===== src/shared/uart_consts.svh =====
`ifndef UART_CONSTS_SVH
`define UART_CONSTS_SVH

// Register byte addresses
`define ADDR_IRQ_CTRL 8'hE3
`define ADDR_TX_CTRL  8'hE4
`define ADDR_RX_CTRL  8'hE5
`define ADDR_BAUD_DIV 8'hE6
`define ADDR_TX_DATA  8'hE7
`define ADDR_RX_DATA  8'hE8

// Transmit control fields
`define TXC_EN     7
`define TXC_PAR_EN 6
`define TXC_PAR_OD 5
`define TXC_BRK    4
`define TXC_RXBZ   3
`define TXC_TXBZ   2

// Receive control fields
`define RXC_EN     7
`define RXC_PAR_EN 6
`define RXC_PAR_OD 5
`define RXC_PERR   4
`define RXC_FERR   3
`define RXC_PS_HI  2
`define RXC_PS_LO  0

// Interrupt control fields
`define IRQ_RX_EN   0
`define IRQ_TX_EN   1
`define IRQ_RX_FLAG 2
`define IRQ_TX_FLAG 3

// Reset values
`define CTRL_RST     8'h00
`define BAUD_DIV_RST 8'h00
`define DATA_RST     8'h00

// Timing: baud clock is two divider ticks
`define TICKS_PER_BIT 2
`define BRK_BAUD_CLKS 25
`define BRK_TICKS     (`BRK_BAUD_CLKS * `TICKS_PER_BIT)

// Service addresses
`define RX_VECTOR 16'h0013
`define TX_VECTOR 16'h0014

`endif


===== src/shared/uart_pkg.sv =====
package uart_pkg;

	// Drive of a shared pin
	typedef struct packed {
		logic o;
		logic oe;
	} pin_drive_t;

	// Transmitter states
	typedef enum logic [2:0] {
		TX_IDLE  = 3'b000,
		TX_START = 3'b001,
		TX_DATA  = 3'b010,
		TX_PAR   = 3'b011,
		TX_STOP  = 3'b100,
		TX_BRK   = 3'b101
	} tx_state_t;

	// Receiver states
	typedef enum logic [2:0] {
		RX_HUNT  = 3'b000,
		RX_START = 3'b001,
		RX_DATA  = 3'b010,
		RX_PAR   = 3'b011,
		RX_STOP  = 3'b100
	} rx_state_t;

endpackage : uart_pkg


===== src/hdl/uart_baud_tick.sv =====
`timescale 1ns/1ps
`include "uart_consts.svh"

// Two-stage divider: power-of-two prescaler, then reload counter.
// One tick is half a bit period.
module uart_baud_tick #(
	parameter int PS_W  = 3,
	parameter int DIV_W = 8
) (
	input  wire logic             sys_clk,
	input  wire logic             reset_n,
	input  wire logic             restart,
	input  wire logic [PS_W-1:0]  prescale_select,
	input  wire logic [DIV_W-1:0] baud_reload_divider,
	output logic                  tick
);

	localparam int PRE_W = (1 << PS_W) - 1;

	logic [PRE_W-1:0] pre_cnt_r;  // Prescaler count
	logic [PRE_W-1:0] pre_mask;   // Low bits that must be all ones
	logic             pre_en;     // Main clock enable
	logic [DIV_W-1:0] div_cnt_r;  // Reload counter

	// Mask of 2^sel - 1 selects the division
	assign pre_mask = PRE_W'((1 << prescale_select) - 1);
	assign pre_en   = ((pre_cnt_r & pre_mask) == pre_mask);

	// Prescaler, cleared on restart so a frame starts in phase
	always_ff @(posedge sys_clk or negedge reset_n) begin
		if (!reset_n) begin
			pre_cnt_r <= '0;
		end else if (restart) begin
			pre_cnt_r <= '0;
		end else begin
			pre_cnt_r <= pre_cnt_r + PRE_W'(1);
		end
	end

	// Counts up from reload to all ones: 256 - reload prescaler enables
	always_ff @(posedge sys_clk or negedge reset_n) begin
		if (!reset_n) begin
			div_cnt_r <= '0;
		end else if (restart) begin
			div_cnt_r <= baud_reload_divider;
		end else if (pre_en) begin
			if (div_cnt_r == '1) begin
				div_cnt_r <= baud_reload_divider;
			end else begin
				div_cnt_r <= div_cnt_r + DIV_W'(1);
			end
		end
	end

	// Enable taken straight off the counter: a register stage here would
	// stretch the first half bit after a restart by one clock
	assign tick = pre_en && (div_cnt_r == '1) && !restart;

endmodule : uart_baud_tick


===== src/hdl/uart_transceiver_baud_gen.sv =====
// The address-and-strobe port was chosen for this implementation.
`timescale 1ns/1ps
`include "uart_consts.svh"

module uart_transceiver_baud_gen #(
	parameter int DATA_W = 8,
	parameter int PS_W   = 3
) (
	input  wire logic                sys_clk,
	input  wire logic                reset_n,
	input  wire logic [7:0]          reg_addr,
	input  wire logic [7:0]          reg_wdata,
	input  wire logic                reg_wr,
	input  wire logic                reg_rd,
	output logic [7:0]               reg_rdata,
	input  wire logic                rx_pin_i,
	output uart_pkg::pin_drive_t     rx_pin,
	output uart_pkg::pin_drive_t     tx_pin,
	input  wire uart_pkg::pin_drive_t gpio_rx,
	input  wire uart_pkg::pin_drive_t gpio_tx,
	output logic                     rx_irq_req,
	output logic                     tx_irq_req,
	output logic [15:0]              irq_vector
);

	// Control registers
	logic [7:0]        tx_ctrl_r;   // Enable, parity, break
	logic [7:0]        rx_ctrl_r;   // Enable, parity, prescaler
	logic [7:0]        baud_reload_divider_r;
	logic [DATA_W-1:0] tx_data_buffer_r;
	logic [DATA_W-1:0] rx_data_buffer_r;
	logic              rx_irq_enable_r;
	logic              tx_irq_enable_r;
	logic              rx_irq_flag_r;
	logic              tx_irq_flag_r;
	logic              parity_error_flag_r;
	logic              frame_error_flag_r;

	// Write decode
	logic wr_tx_ctrl;
	logic wr_rx_ctrl;
	logic wr_div;
	logic wr_tx_data;
	logic wr_irq;

	// Transmit path
	uart_pkg::tx_state_t tx_state_r;
	logic [5:0]          tx_tick_cnt_r;   // Ticks within a bit or break
	logic [2:0]          tx_bit_r;        // Data bit index
	logic [DATA_W-1:0]   tx_shift_r;      // Byte being sent
	logic                tx_line_r;       // Serial output level
	logic                tx_done;         // Frame or break finished
	logic                tx_go;           // Start a data frame
	logic                brk_go;          // Start a break
	logic                tx_tick;
	logic                tx_bit_end;      // Last tick of a bit

	// Receive path
	uart_pkg::rx_state_t rx_state_r;
	logic                rx_tick_cnt_r;
	logic [2:0]          rx_bit_r;
	logic [DATA_W-1:0]   rx_shift_r;
	logic                rx_prev_r;       // Line one cycle ago
	logic                rx_start_bad_r;  // Start bit not low at centre
	logic                rx_par_r;        // Received parity bit
	logic                rx_fall;
	logic                rx_tick;
	logic                rx_sample;       // Bit centre
	logic                rx_done;

	// Field aliases
	logic tx_en;
	logic rx_en;

	assign tx_en = tx_ctrl_r[`TXC_EN];
	assign rx_en = rx_ctrl_r[`RXC_EN];

	assign wr_tx_ctrl = reg_wr && (reg_addr == `ADDR_TX_CTRL);
	assign wr_rx_ctrl = reg_wr && (reg_addr == `ADDR_RX_CTRL);
	assign wr_div     = reg_wr && (reg_addr == `ADDR_BAUD_DIV);
	assign wr_tx_data = reg_wr && (reg_addr == `ADDR_TX_DATA);
	assign wr_irq     = reg_wr && (reg_addr == `ADDR_IRQ_CTRL);

	// Pin ownership: serial when enabled, else the GPIO drive passed straight through
	always_comb begin
		if (tx_en) begin
			tx_pin.o  = tx_line_r;
			tx_pin.oe = 1'b1;
		end else begin
			tx_pin = gpio_tx;
		end
		if (rx_en) begin
			rx_pin.o  = 1'b0;
			rx_pin.oe = 1'b0;
		end else begin
			rx_pin = gpio_rx;
		end
	end

	// Two dividers so each direction keeps its own phase
	uart_baud_tick #(.PS_W(PS_W), .DIV_W(8)) u_tx_baud (
		.sys_clk             (sys_clk),
		.reset_n             (reset_n),
		.restart             (tx_go || brk_go),
		.prescale_select     (rx_ctrl_r[`RXC_PS_HI:`RXC_PS_LO]),
		.baud_reload_divider (baud_reload_divider_r),
		.tick                (tx_tick)
	);

	uart_baud_tick #(.PS_W(PS_W), .DIV_W(8)) u_rx_baud (
		.sys_clk             (sys_clk),
		.reset_n             (reset_n),
		.restart             (rx_fall),
		.prescale_select     (rx_ctrl_r[`RXC_PS_HI:`RXC_PS_LO]),
		.baud_reload_divider (baud_reload_divider_r),
		.tick                (rx_tick)
	);

	// Software registers; break bit self-clears when done
	always_ff @(posedge sys_clk or negedge reset_n) begin
		if (!reset_n) begin
			tx_ctrl_r             <= `CTRL_RST;
			rx_ctrl_r             <= `CTRL_RST;
			baud_reload_divider_r <= `BAUD_DIV_RST;
			tx_data_buffer_r      <= `DATA_RST;
			rx_irq_enable_r       <= 1'b0;
			tx_irq_enable_r       <= 1'b0;
		end else begin
			if (wr_tx_ctrl) begin
				// Busy bits are read-only
				tx_ctrl_r[7:4] <= reg_wdata[7:4];
			end else if ((tx_state_r == uart_pkg::TX_BRK) && tx_done) begin
				tx_ctrl_r[`TXC_BRK] <= 1'b0;
			end
			if (wr_rx_ctrl) begin
				rx_ctrl_r <= reg_wdata;
			end
			if (wr_div) begin
				// All ones is legal here and gives the fastest rate, one tick per prescaler enable
				baud_reload_divider_r <= reg_wdata;
			end
			if (wr_tx_data) begin
				// Single holding byte, no queue behind it
				tx_data_buffer_r <= reg_wdata;
			end
			if (wr_irq) begin
				rx_irq_enable_r <= reg_wdata[`IRQ_RX_EN];
				tx_irq_enable_r <= reg_wdata[`IRQ_TX_EN];
			end
		end
	end

	// Interrupt flags sticky, error flags reloaded each frame; hardware wins over a software write
	always_ff @(posedge sys_clk or negedge reset_n) begin
		if (!reset_n) begin
			rx_irq_flag_r       <= 1'b0;
			tx_irq_flag_r       <= 1'b0;
			parity_error_flag_r <= 1'b0;
			frame_error_flag_r  <= 1'b0;
		end else begin
			if (rx_done) begin
				rx_irq_flag_r <= 1'b1;
			end else if (wr_irq) begin
				rx_irq_flag_r <= reg_wdata[`IRQ_RX_FLAG];
			end
			if (tx_done) begin
				tx_irq_flag_r <= 1'b1;
			end else if (wr_irq) begin
				tx_irq_flag_r <= reg_wdata[`IRQ_TX_FLAG];
			end
			if (rx_done) begin
				// Checked only when parity is in the frame
				parity_error_flag_r <= rx_ctrl_r[`RXC_PAR_EN]
					&& (rx_par_r != (^rx_shift_r ^ rx_ctrl_r[`RXC_PAR_OD]));
				// Stop sampled now; start checked earlier
				frame_error_flag_r <= rx_start_bad_r || !rx_pin_i;
			end else if (wr_rx_ctrl) begin
				parity_error_flag_r <= reg_wdata[`RXC_PERR];
				frame_error_flag_r  <= reg_wdata[`RXC_FERR];
			end
		end
	end

	// Interrupt requests and service address, receive first
	assign rx_irq_req = rx_irq_flag_r && rx_irq_enable_r;
	assign tx_irq_req = tx_irq_flag_r && tx_irq_enable_r;
	assign irq_vector = rx_irq_req ? `RX_VECTOR :
		(tx_irq_req ? `TX_VECTOR : 16'h0000);

	// Read data stand in the cycle after the strobe
	always_ff @(posedge sys_clk or negedge reset_n) begin
		if (!reset_n) begin
			reg_rdata <= 8'h00;
		end else if (reg_rd) begin
			if (reg_addr == `ADDR_TX_CTRL) begin
				reg_rdata <= {tx_ctrl_r[7:4], rx_state_r != uart_pkg::RX_HUNT,
					tx_state_r != uart_pkg::TX_IDLE, 2'b00};
			end else if (reg_addr == `ADDR_RX_CTRL) begin
				reg_rdata <= {rx_ctrl_r[7:5], parity_error_flag_r,
					frame_error_flag_r, rx_ctrl_r[2:0]};
			end else if (reg_addr == `ADDR_BAUD_DIV) begin
				reg_rdata <= baud_reload_divider_r;
			end else if (reg_addr == `ADDR_TX_DATA) begin
				reg_rdata <= tx_data_buffer_r;
			end else if (reg_addr == `ADDR_RX_DATA) begin
				reg_rdata <= rx_data_buffer_r;
			end else if (reg_addr == `ADDR_IRQ_CTRL) begin
				reg_rdata <= {4'h0, tx_irq_flag_r, rx_irq_flag_r,
					tx_irq_enable_r, rx_irq_enable_r};
			end else begin
				// Unmapped addresses read zero
				reg_rdata <= 8'h00;
			end
		end
	end

	// Transmit starts: data write or break request while idle
	assign tx_go  = wr_tx_data && tx_en && (tx_state_r == uart_pkg::TX_IDLE);
	assign brk_go = wr_tx_ctrl && reg_wdata[`TXC_EN] && reg_wdata[`TXC_BRK]
		&& (tx_state_r == uart_pkg::TX_IDLE);
	assign tx_bit_end = tx_tick && (tx_tick_cnt_r == 6'(`TICKS_PER_BIT - 1));
	assign tx_done = ((tx_state_r == uart_pkg::TX_STOP) && tx_bit_end)
		|| ((tx_state_r == uart_pkg::TX_BRK) && tx_tick
		&& (tx_tick_cnt_r == 6'(`BRK_TICKS - 1)));

	// Transmit tick counter, two ticks per bit
	always_ff @(posedge sys_clk or negedge reset_n) begin
		if (!reset_n) begin
			tx_tick_cnt_r <= 6'h00;
		end else if (tx_go || brk_go || tx_bit_end && tx_state_r != uart_pkg::TX_BRK) begin
			tx_tick_cnt_r <= 6'h00;
		end else if (tx_tick) begin
			tx_tick_cnt_r <= tx_tick_cnt_r + 6'h01;
		end
	end

	// Transmit sequencer
	always_ff @(posedge sys_clk or negedge reset_n) begin
		if (!reset_n) begin
			tx_state_r <= uart_pkg::TX_IDLE;
			tx_bit_r   <= 3'h0;
			tx_shift_r <= `DATA_RST;
			tx_line_r  <= 1'b1;
		end else begin
			case (tx_state_r)
				uart_pkg::TX_IDLE: begin
					tx_line_r <= 1'b1;
					if (brk_go) begin
						tx_state_r <= uart_pkg::TX_BRK;
						tx_line_r  <= 1'b0;
					end else if (tx_go) begin
						tx_shift_r <= reg_wdata;
						tx_bit_r   <= 3'h0;
						tx_state_r <= uart_pkg::TX_START;
						tx_line_r  <= 1'b0;
					end
				end
				uart_pkg::TX_START: begin
					if (tx_bit_end) begin
						tx_state_r <= uart_pkg::TX_DATA;
						tx_line_r  <= tx_shift_r[0];
					end
				end
				uart_pkg::TX_DATA: begin
					if (tx_bit_end) begin
						tx_bit_r <= tx_bit_r + 3'h1;
						if (tx_bit_r == 3'h7) begin
							if (tx_ctrl_r[`TXC_PAR_EN]) begin
								tx_state_r <= uart_pkg::TX_PAR;
								tx_line_r  <= ^tx_shift_r ^ tx_ctrl_r[`TXC_PAR_OD];
							end else begin
								tx_state_r <= uart_pkg::TX_STOP;
								tx_line_r  <= 1'b1;
							end
						end else begin
							tx_line_r <= tx_shift_r[tx_bit_r + 3'h1];
						end
					end
				end
				uart_pkg::TX_PAR: begin
					if (tx_bit_end) begin
						tx_state_r <= uart_pkg::TX_STOP;
						tx_line_r  <= 1'b1;
					end
				end
				uart_pkg::TX_STOP, uart_pkg::TX_BRK: begin
					if (tx_done) begin
						tx_state_r <= uart_pkg::TX_IDLE;
						tx_line_r  <= 1'b1;
					end
				end
				default: begin
					tx_state_r <= uart_pkg::TX_IDLE;
				end
			endcase
		end
	end

	// Start edge: line was high and is now low
	assign rx_fall = rx_en && (rx_state_r == uart_pkg::RX_HUNT)
		&& rx_prev_r && !rx_pin_i;
	// First tick is mid start bit, then every second tick
	assign rx_sample = rx_tick && ((rx_state_r == uart_pkg::RX_START) || rx_tick_cnt_r);
	assign rx_done = rx_sample && (rx_state_r == uart_pkg::RX_STOP);

	// Line history for edge detection
	always_ff @(posedge sys_clk or negedge reset_n) begin
		if (!reset_n) begin
			rx_prev_r <= 1'b1;
		end else begin
			rx_prev_r <= rx_pin_i;
		end
	end

	// Receive tick phase
	always_ff @(posedge sys_clk or negedge reset_n) begin
		if (!reset_n) begin
			rx_tick_cnt_r <= 1'b0;
		end else if (rx_fall || rx_sample) begin
			rx_tick_cnt_r <= 1'b0;
		end else if (rx_tick) begin
			rx_tick_cnt_r <= 1'b1;
		end
	end

	// Receive sequencer; a bad frame still runs to its stop bit
	always_ff @(posedge sys_clk or negedge reset_n) begin
		if (!reset_n) begin
			rx_state_r       <= uart_pkg::RX_HUNT;
			rx_bit_r         <= 3'h0;
			rx_shift_r       <= `DATA_RST;
			rx_start_bad_r   <= 1'b0;
			rx_par_r         <= 1'b0;
			rx_data_buffer_r <= `DATA_RST;
		end else begin
			case (rx_state_r)
				uart_pkg::RX_HUNT: begin
					if (rx_fall) begin
						rx_state_r <= uart_pkg::RX_START;
						rx_bit_r   <= 3'h0;
					end
				end
				uart_pkg::RX_START: begin
					if (rx_sample) begin
						rx_start_bad_r <= rx_pin_i;
						rx_state_r     <= uart_pkg::RX_DATA;
					end
				end
				uart_pkg::RX_DATA: begin
					if (rx_sample) begin
						rx_shift_r <= {rx_pin_i, rx_shift_r[DATA_W-1:1]};
						rx_bit_r   <= rx_bit_r + 3'h1;
						if (rx_bit_r == 3'h7) begin
							rx_state_r <= rx_ctrl_r[`RXC_PAR_EN] ?
								uart_pkg::RX_PAR : uart_pkg::RX_STOP;
						end
					end
				end
				uart_pkg::RX_PAR: begin
					if (rx_sample) begin
						rx_par_r   <= rx_pin_i;
						rx_state_r <= uart_pkg::RX_STOP;
					end
				end
				uart_pkg::RX_STOP: begin
					if (rx_done) begin
						// One receive byte; next frame overwrites it
						rx_data_buffer_r <= rx_shift_r;
						rx_state_r       <= uart_pkg::RX_HUNT;
					end
				end
				default: begin
					rx_state_r <= uart_pkg::RX_HUNT;
				end
			endcase
		end
	end

endmodule : uart_transceiver_baud_gen


===== config.mk =====
export PLATFORM = sky130hd
export DESIGN_NAME = uart_transceiver_baud_gen
export DESIGN_NICKNAME = d
export VERILOG_FILES = /design/src/shared/uart_pkg.sv /design/src/hdl/uart_baud_tick.sv /design/src/hdl/uart_transceiver_baud_gen.sv
export VERILOG_INCLUDE_DIRS = /design/src /design/src/shared
export SDC_FILE = /design/constraint.sdc
export NUM_CORES = 1
export LEC_CHECK = 0
export BUFFER_PORTS_ARGS = -buffer_cell sky130_fd_sc_hd__buf_2
export CAP_MARGIN = 20
export CORE_ASPECT_RATIO = 1.4
export CORE_MARGIN = 4
export CORE_UTILIZATION = 40
export DETAILED_ROUTE_END_ITERATION = 10
export GPL_TIMING_DRIVEN = 0
export PLACE_DENSITY = 0.63
export SYNTH_ARGS = -nofsm -noshare
export SYNTH_HDL_FRONTEND = slang
export SYNTH_SLANG_ARGS = --single-unit

===== constraint.sdc =====
create_clock -name sys_clk -period 2.5 [get_ports sys_clk]
set_input_delay 0.25 -clock sys_clk [delete_from_list [all_inputs] [get_ports sys_clk]]
set_output_delay 0.25 -clock sys_clk [all_outputs]
set_load 0.02 [all_outputs]

Word level (Yosys, flattened, before mapping)

Cells that the tools add are included.

Flip-flop bits (word level): 119
Input port bits: 25
Output and inout bits: 30
Logic and storage cells: 215

$add $sub $neg: 8
Order comparisons: 1
Equal/unequal tests: 39
Shifts and indexed selects: 1
Multiplexer cells: 67
Bitwise logic cells: 5
Reduce and logical (&&, ||, !) cells: 65

Operators with widths:

| operator            | count |
|---|---|
| $mux 8              | 11 |
| $eq 8x8->1 const B  | 8 |
| $mux 3              | 20 |
| $pmux 3 s5          | 2 |
| $logic_and 1x1->1   | 28 |
| $ne 2x2->1 const B  | 13 |
| $mux 1              | 21 |
| $reduce_bool 2->1   | 10 |
| $add 8x1->8 const B | 2 |
| $reduce_xor 8->1    | 2 |
| $eq 3x3->1 const B  | 5 |
| $add 7x1->7 const B | 2 |
| $and 7x7->7         | 2 |
| $eq 7x7->1          | 2 |
| $mux 7              | 2 |
| $eq 3x2->1 const B  | 4 |
| $mux 6              | 2 |
| $pmux 3 s2          | 2 |
| $reduce_and 6->1    | 2 |
| $mux 5              | 2 |
| $reduce_and 2->1    | 4 |
| $shl 1x3->7 const A | 1 |
| $sub 7x2->7 const B | 1 |
| $add 3x1->3 const B | 2 |
| 22 further kinds    | 36 |

Depth between registers and ports, before layout

Depth after elaboration: 14
Depth in mapped cells: 9

Cells and area by module

From an unflattened synthesis, not the netlist that was laid out.

Cell total of the unflattened synthesis: 641
Area total of the unflattened synthesis: 6496.2 um^2

Modules (own cells, without submodules):

| module                    | times used | cells an instance | area each (um^2) | sequential area each (um^2) |
|---|---|---|---|---|
| uart_transceiver_baud_gen | 1          | 419               | 4596.9           | 2179.6 |
| uart_baud_tick            | 2          | 111               | 949.7            | 375.4 |

Worst setup path before layout

OpenSTA, ideal clock, no wires.

Path kind: reg-to-reg
Start point: reg tx_bit_r[0]
End point: reg tx_line_r
Library setup time: 0.085 ns
Data arrival time: 2.043 ns
Path slack: 0.372 ns
Stages on the path, launching flop included: 9
Path buffers: 0
Period minus slack after synthesis: 2.128 ns
Cells stage by stage: dfrtp_1 -> ha_1 -> ha_1 -> mux4_2 -> nand2_1 -> nand4b_1 -> o211ai_1 -> a41oi_1 -> mux2_1

Word-level cells in the longest chain between the ends: 6

RTL lines:

| item                         | line                             | text |
|---|---|---|
| start, declared              | uart_transceiver_baud_gen.sv:49  | `logic [2:0] tx_bit_r;` |
| start signal, assigned       | uart_transceiver_baud_gen.sv:266 | `tx_bit_r <= tx_bit_r + 3'h1;` |
| $add 3x1->3                  | uart_transceiver_baud_gen.sv:276 | `tx_line_r <= tx_shift_r[tx_bit_r + 3'h1];` |
| $bmux 1 s3                   | uart_transceiver_baud_gen.sv:276 |  |
| $mux 1 (not written as such) | uart_transceiver_baud_gen.sv:276 |  |
| $mux 1 *                     | uart_transceiver_baud_gen.sv:267 | `if (tx_bit_r == 3'h7) begin` |
| $mux 1 *                     | uart_transceiver_baud_gen.sv:265 | `if (tx_bit_end) begin` |
| $pmux 1 s5 *                 | uart_transceiver_baud_gen.sv:245 | `case (tx_state_r)` |
| end signal, assigned         | uart_transceiver_baud_gen.sv:261 | `tx_line_r <= tx_shift_r[0];` |
| end signal, assigned         | uart_transceiver_baud_gen.sv:270 | `` tx_line_r <= ^tx_shift_r ^ tx_ctrl_r[`TXC_PAR_OD]; `` |
| end signal, assigned         | uart_transceiver_baud_gen.sv:276 |  |
| end, declared                | uart_transceiver_baud_gen.sv:51  | `logic tx_line_r;` |

Every way passes the cells marked *; elsewhere a longest branch is shown, timed or not. The select of a mux whose other input is x is not followed.
A chain may end at the register's enable or synchronous reset.

Worst setup path in the final report

Start point: reg u_rx_baud.div_cnt_r[0]
End point: reg rx_shift_r[0]

Word-level cells in the longest chain between the ends: 5

RTL lines:

| item                            | line                             | text |
|---|---|---|
| start, declared                 | uart_baud_tick.sv:23             | `logic [DIV_W-1:0] div_cnt_r;` |
| start signal, assigned          | uart_baud_tick.sv:45             | `div_cnt_r <= baud_reload_divider;` |
| start signal, assigned          | uart_baud_tick.sv:48             | `div_cnt_r <= baud_reload_divider;` |
| start signal, assigned          | uart_baud_tick.sv:50             | `div_cnt_r <= div_cnt_r + DIV_W'(1);` |
| $eq 8x8->1                      | uart_baud_tick.sv:57             | `assign tick = pre_en && (div_cnt_r == '1) && !restart;` |
| $logic_and 1x1->1 (2 in series) | uart_baud_tick.sv:57             |  |
| $logic_and 1x1->1               | uart_transceiver_baud_gen.sv:303 | `assign rx_sample = rx_tick && ((rx_state_r == uart_pkg::RX_START) \|\| rx_tick_cnt_r);` |
| $reduce_and 2->1 (no line)      | -                                |  |
| end signal, assigned            | uart_transceiver_baud_gen.sv:331 | `` rx_shift_r <= `DATA_RST; `` |
| end signal, assigned            | uart_transceiver_baud_gen.sv:351 | `rx_shift_r <= {rx_pin_i, rx_shift_r[DATA_W-1:1]};` |
| end, declared                   | uart_transceiver_baud_gen.sv:62  | `logic [DATA_W-1:0] rx_shift_r;` |

No other way between the ends.

==> impl_results.md <==
- Largest net degree at the start of global routing: 80
- Final min period: 2.33 ns
- Sequential area share after synthesis: 46.4%
- Cell variety after synth: 71
- Layout Cells excl Fill: 903
- Clk Latency, worst-skew pair: 0.41 ns
- Synth-to-layout area growth: 18.5%
- Startpoint types: flip-flop
- RSZ-0062 raised after global routing: false
- CTS HTree Levels: 4
- Mapped cell area: 0.00632 mm2
- Final HPWL DP: 10,700 um
- Final period util: 93.1%
- Vias in the first global route: 4,848
- Crit path max fanout: 10
- Drt wl/cell: 16.5 um
- CORE AREA: 0.0155 mm2
- Initial drt markers: 238
- Clock Tree Root: clkbuf_16
- Min-delay worst type: input pin to flip-flop
- Reg clk slew, reported paths: 0.05 ns
- EDFF count, synth: 0
- DRC Markers: 0
- Share of cells above drive strength 1: 21.8%
- Initial core utilization: 40.7%
- Max VDD drop: 0.396 mV
- Slew margin rel.: 46.8%
- GR Util All Layers: 17.3%
- Count of pins over their slew limit: 0
- Worst slew pin tran: 0.791 ns
- Cells after Synth: 617
- Clock tree buffer depth: 2
- Syn_area_per_cell: 10.2 um2
- Total chip power: 5870 uW
- Setup CP Type: flip-flop to flip-flop
- CTS tree: done
- Core Rows: 54
- Arrival @ worst endpoint: 2.61 ns
- # setup viols final: 0
- GP Congestion: 0.851
- Cells after DPL: 866
- Ys flop type: dfrtp_1
- Ys async rst share: 100%
- Die width: 114 um
- Max Cap Viol: 0
- Initial antenna violation count: 0
- PortBufs: 41
- Leakage power: 0.00343 uW
- DRT Pass-1 Iters: 4
- Total wire length after detailed routing: 14,900 um
- FMAX: 429 MHz
- Placed inst area: 0.00685 mm2
- Final #Nets: 729
- CTS buffer count: 17
- GR Overflow Total: 0
- Flip-flop and latch count after synthesis: 117
- Outcome: complete, no violations
- Power per standard cell area: 784 mW/mm2
- Inserted Diodes: 0
- Final antenna-violating net count: 0
- Fin. Hold Viols: 0
- Req. time, crit path: 2.78 ns
- Die height: 157 um
- Total number of vias: 4,844
- Ys Warns: 0
- Die Footprint: 0.0179 mm2
- Io pins: 55
- Fin area: 0.00749 mm2
- Critical path capture point type: flip-flop
- Vias per cell: 5.36
- CTS Sinks: 117
- First-pass GRT wire length: 24,600 um
- Skew final: 0.00995 ns
==> cell usage in the layout (no fill, tap or decap), drive strengths merged, types with 6 or more instances in the layout <==
cell    count
a21oi      23
a22o        7
a31oi       6
a32o        6
and2        6
and3        9
buf        69
clkbuf     30
clkinv      7
conb       12
dfrtp     115
ha         10
inv        17
mux2       47
mux2i      12
nand2      69
nand2b      7
nand3      23
nand4       9
nor2       65
nor2b       7
nor3        7
o21ai      34
xnor2      20
xor2       12
==> worst max-delay path: stages (launching register included) <==
cell and delay, ns:
dfrtp_1 0.39, ha_1 0.20, and4_1 0.24, nand4_1 0.22, nor3_4 0.37, and3_1 0.28
buf_6 0.17, mux2_1 0.33
==> layer usage <==
layer	routed length, um	global-route usage [%]	up-vias
li1	-	-	2334
met1	6100	21.1	2407
met2	7980	30.3	87
met3	548	3.29	16
met4	220	6.00	0
met5	0	0	-
==> kinds of logic (layout without fill, tap and decap cells) <==
logic type	Yosys count	after routing	synth area share, %
and+or+nand+nor	233	233	19.1
DFF	117	117	46.4
AOI/OAI and AO/OA	112	112	11.8
muxes	62	62	11.8
buffers and inverters	50	129	4.43
xor gates and xnor gates	32	32	4.43
adders and majority gates	10	10	1.98
other	1	12	0.0593
==> worst paths after layout <==
path,from,to,slack (ns),cells past startpoint
max reg2reg,u_rx_baud.div_cnt_r[0]$_DFFE_PN0P_,rx_shift_r[0]$_DFFE_PN0P_,0.17,7
min in group asynchronous,reset_n,tx_shift_r[3]$_DFFE_PN0P_,0.31,2
min,reg_wdata[6],tx_data_buffer_r[6]$_DFFE_PN0N_,0.15,3
max in group asynchronous,reset_n,rx_prev_r$_DFF_PN1_,1.45,3
max,u_rx_baud.div_cnt_r[0]$_DFFE_PN0P_,rx_shift_r[0]$_DFFE_PN0P_,0.17,7
min reg2reg,tx_data_buffer_r[2]$_DFFE_PN0N_,tx_data_buffer_r[2]$_DFFE_PN0N_,0.47,2
==> area by class of cell <==
type                       count  area, um2
tap                          196        245
fill                        1457       8050
clock buffer                  19        443
inverter                      15       56.3
buffer                        35        224
multi-input combinational    461       3160
timing repair buffer          47        282
clock inverter                13        150
sequential                   117       2930
==> sequential cells by signal, indices dropped and copies added (netlist names), 4 cells and up <==
name / cells
baud_reload_divider_r: 8
reg_rdata: 8
rx_ctrl_r: 6
rx_data_buffer_r: 8
rx_shift_r: 8
tx_ctrl_r: 4
tx_data_buffer_r: 8
tx_shift_r: 8
tx_tick_cnt_r: 6
u_rx_baud.div_cnt_r: 8
u_rx_baud.pre_cnt_r: 7
u_tx_baud.div_cnt_r: 8
u_tx_baud.pre_cnt_r: 7
==> repair_timing <==
action,CTS,global route
hold buffers,2,0
hold endpoints to repair,39,0
gates resized for setup,0,1
endpoints found under the setup margin,0,7
buffers inserted,0,3
==> Yosys cell counts, types with 3 or more instances <==
| cell type | number | area [um2] |
|---|---|---|
| xnor2_1 | 20 | 175 |
| xor2_1 | 12 | 105 |
| nand3_1 | 23 | 115 |
| o211ai_1 | 5 | 37.5 |
| a22o_1 | 6 | 52.6 |
| mux2i_1 | 12 | 120 |
| o21ai_1 | 4 | 20.0 |
| ha_1 | 10 | 125 |
| or3_1 | 5 | 31.3 |
| buf_2 | 4 | 20.0 |
| mux4_2 | 3 | 67.6 |
| nand4_1 | 9 | 56.3 |
| and4_1 | 4 | 35.0 |
| nor2_1 | 64 | 240 |
| nand2_1 | 68 | 255 |
| nor3b_1 | 5 | 37.5 |
| buf_4 | 17 | 128 |
| nor2b_1 | 7 | 43.8 |
| mux2_4 | 7 | 105 |
| nor4_4 | 3 | 63.8 |
| o22ai_1 | 5 | 31.3 |
| a21oi_1 | 23 | 115 |
| and2_1 | 6 | 37.5 |
| a32o_1 | 6 | 60.1 |
| a31oi_1 | 6 | 37.5 |
| dfrtp_1 | 115 | 2880 |
| and3_1 | 9 | 56.3 |
| mux2_1 | 13 | 146 |
| clkbuf_1 | 11 | 41.3 |
| nand3b_1 | 3 | 22.5 |
| a22oi_1 | 5 | 37.5 |
| mux2_2 | 27 | 304 |
| inv_1 | 15 | 56.3 |
| nor3_1 | 5 | 25.0 |
| nand2b_1 | 7 | 43.8 |
| o21ai_0 | 30 | 150 |
==> report_power, final <==
| group | total, uW | internal, uW | switching, uW |
|---|---|---|---|
| sequential | 2520 | 2190 | 326 |
| combinational | 930 | 431 | 498 |
| clock | 2420 | 1510 | 915 |
| total | 5870 | 4130 | 1740 |
==> through the flow <==
step                      hold slack (ns)  worst slack (ns)  setup TNS, ns  util (%)
after floorplan                   -0.0456             0.372              0         -
after global placement              0.395            -0.268         -29.64      43.8
after detailed placement            0.184            0.0984              0      44.0
after CTS                           0.139             0.100              0      48.0
after global routing                0.152            0.0312              0      48.2
final                               0.154             0.172              0      48.2
Note: power is estimated with default switching activity, not from simulation.
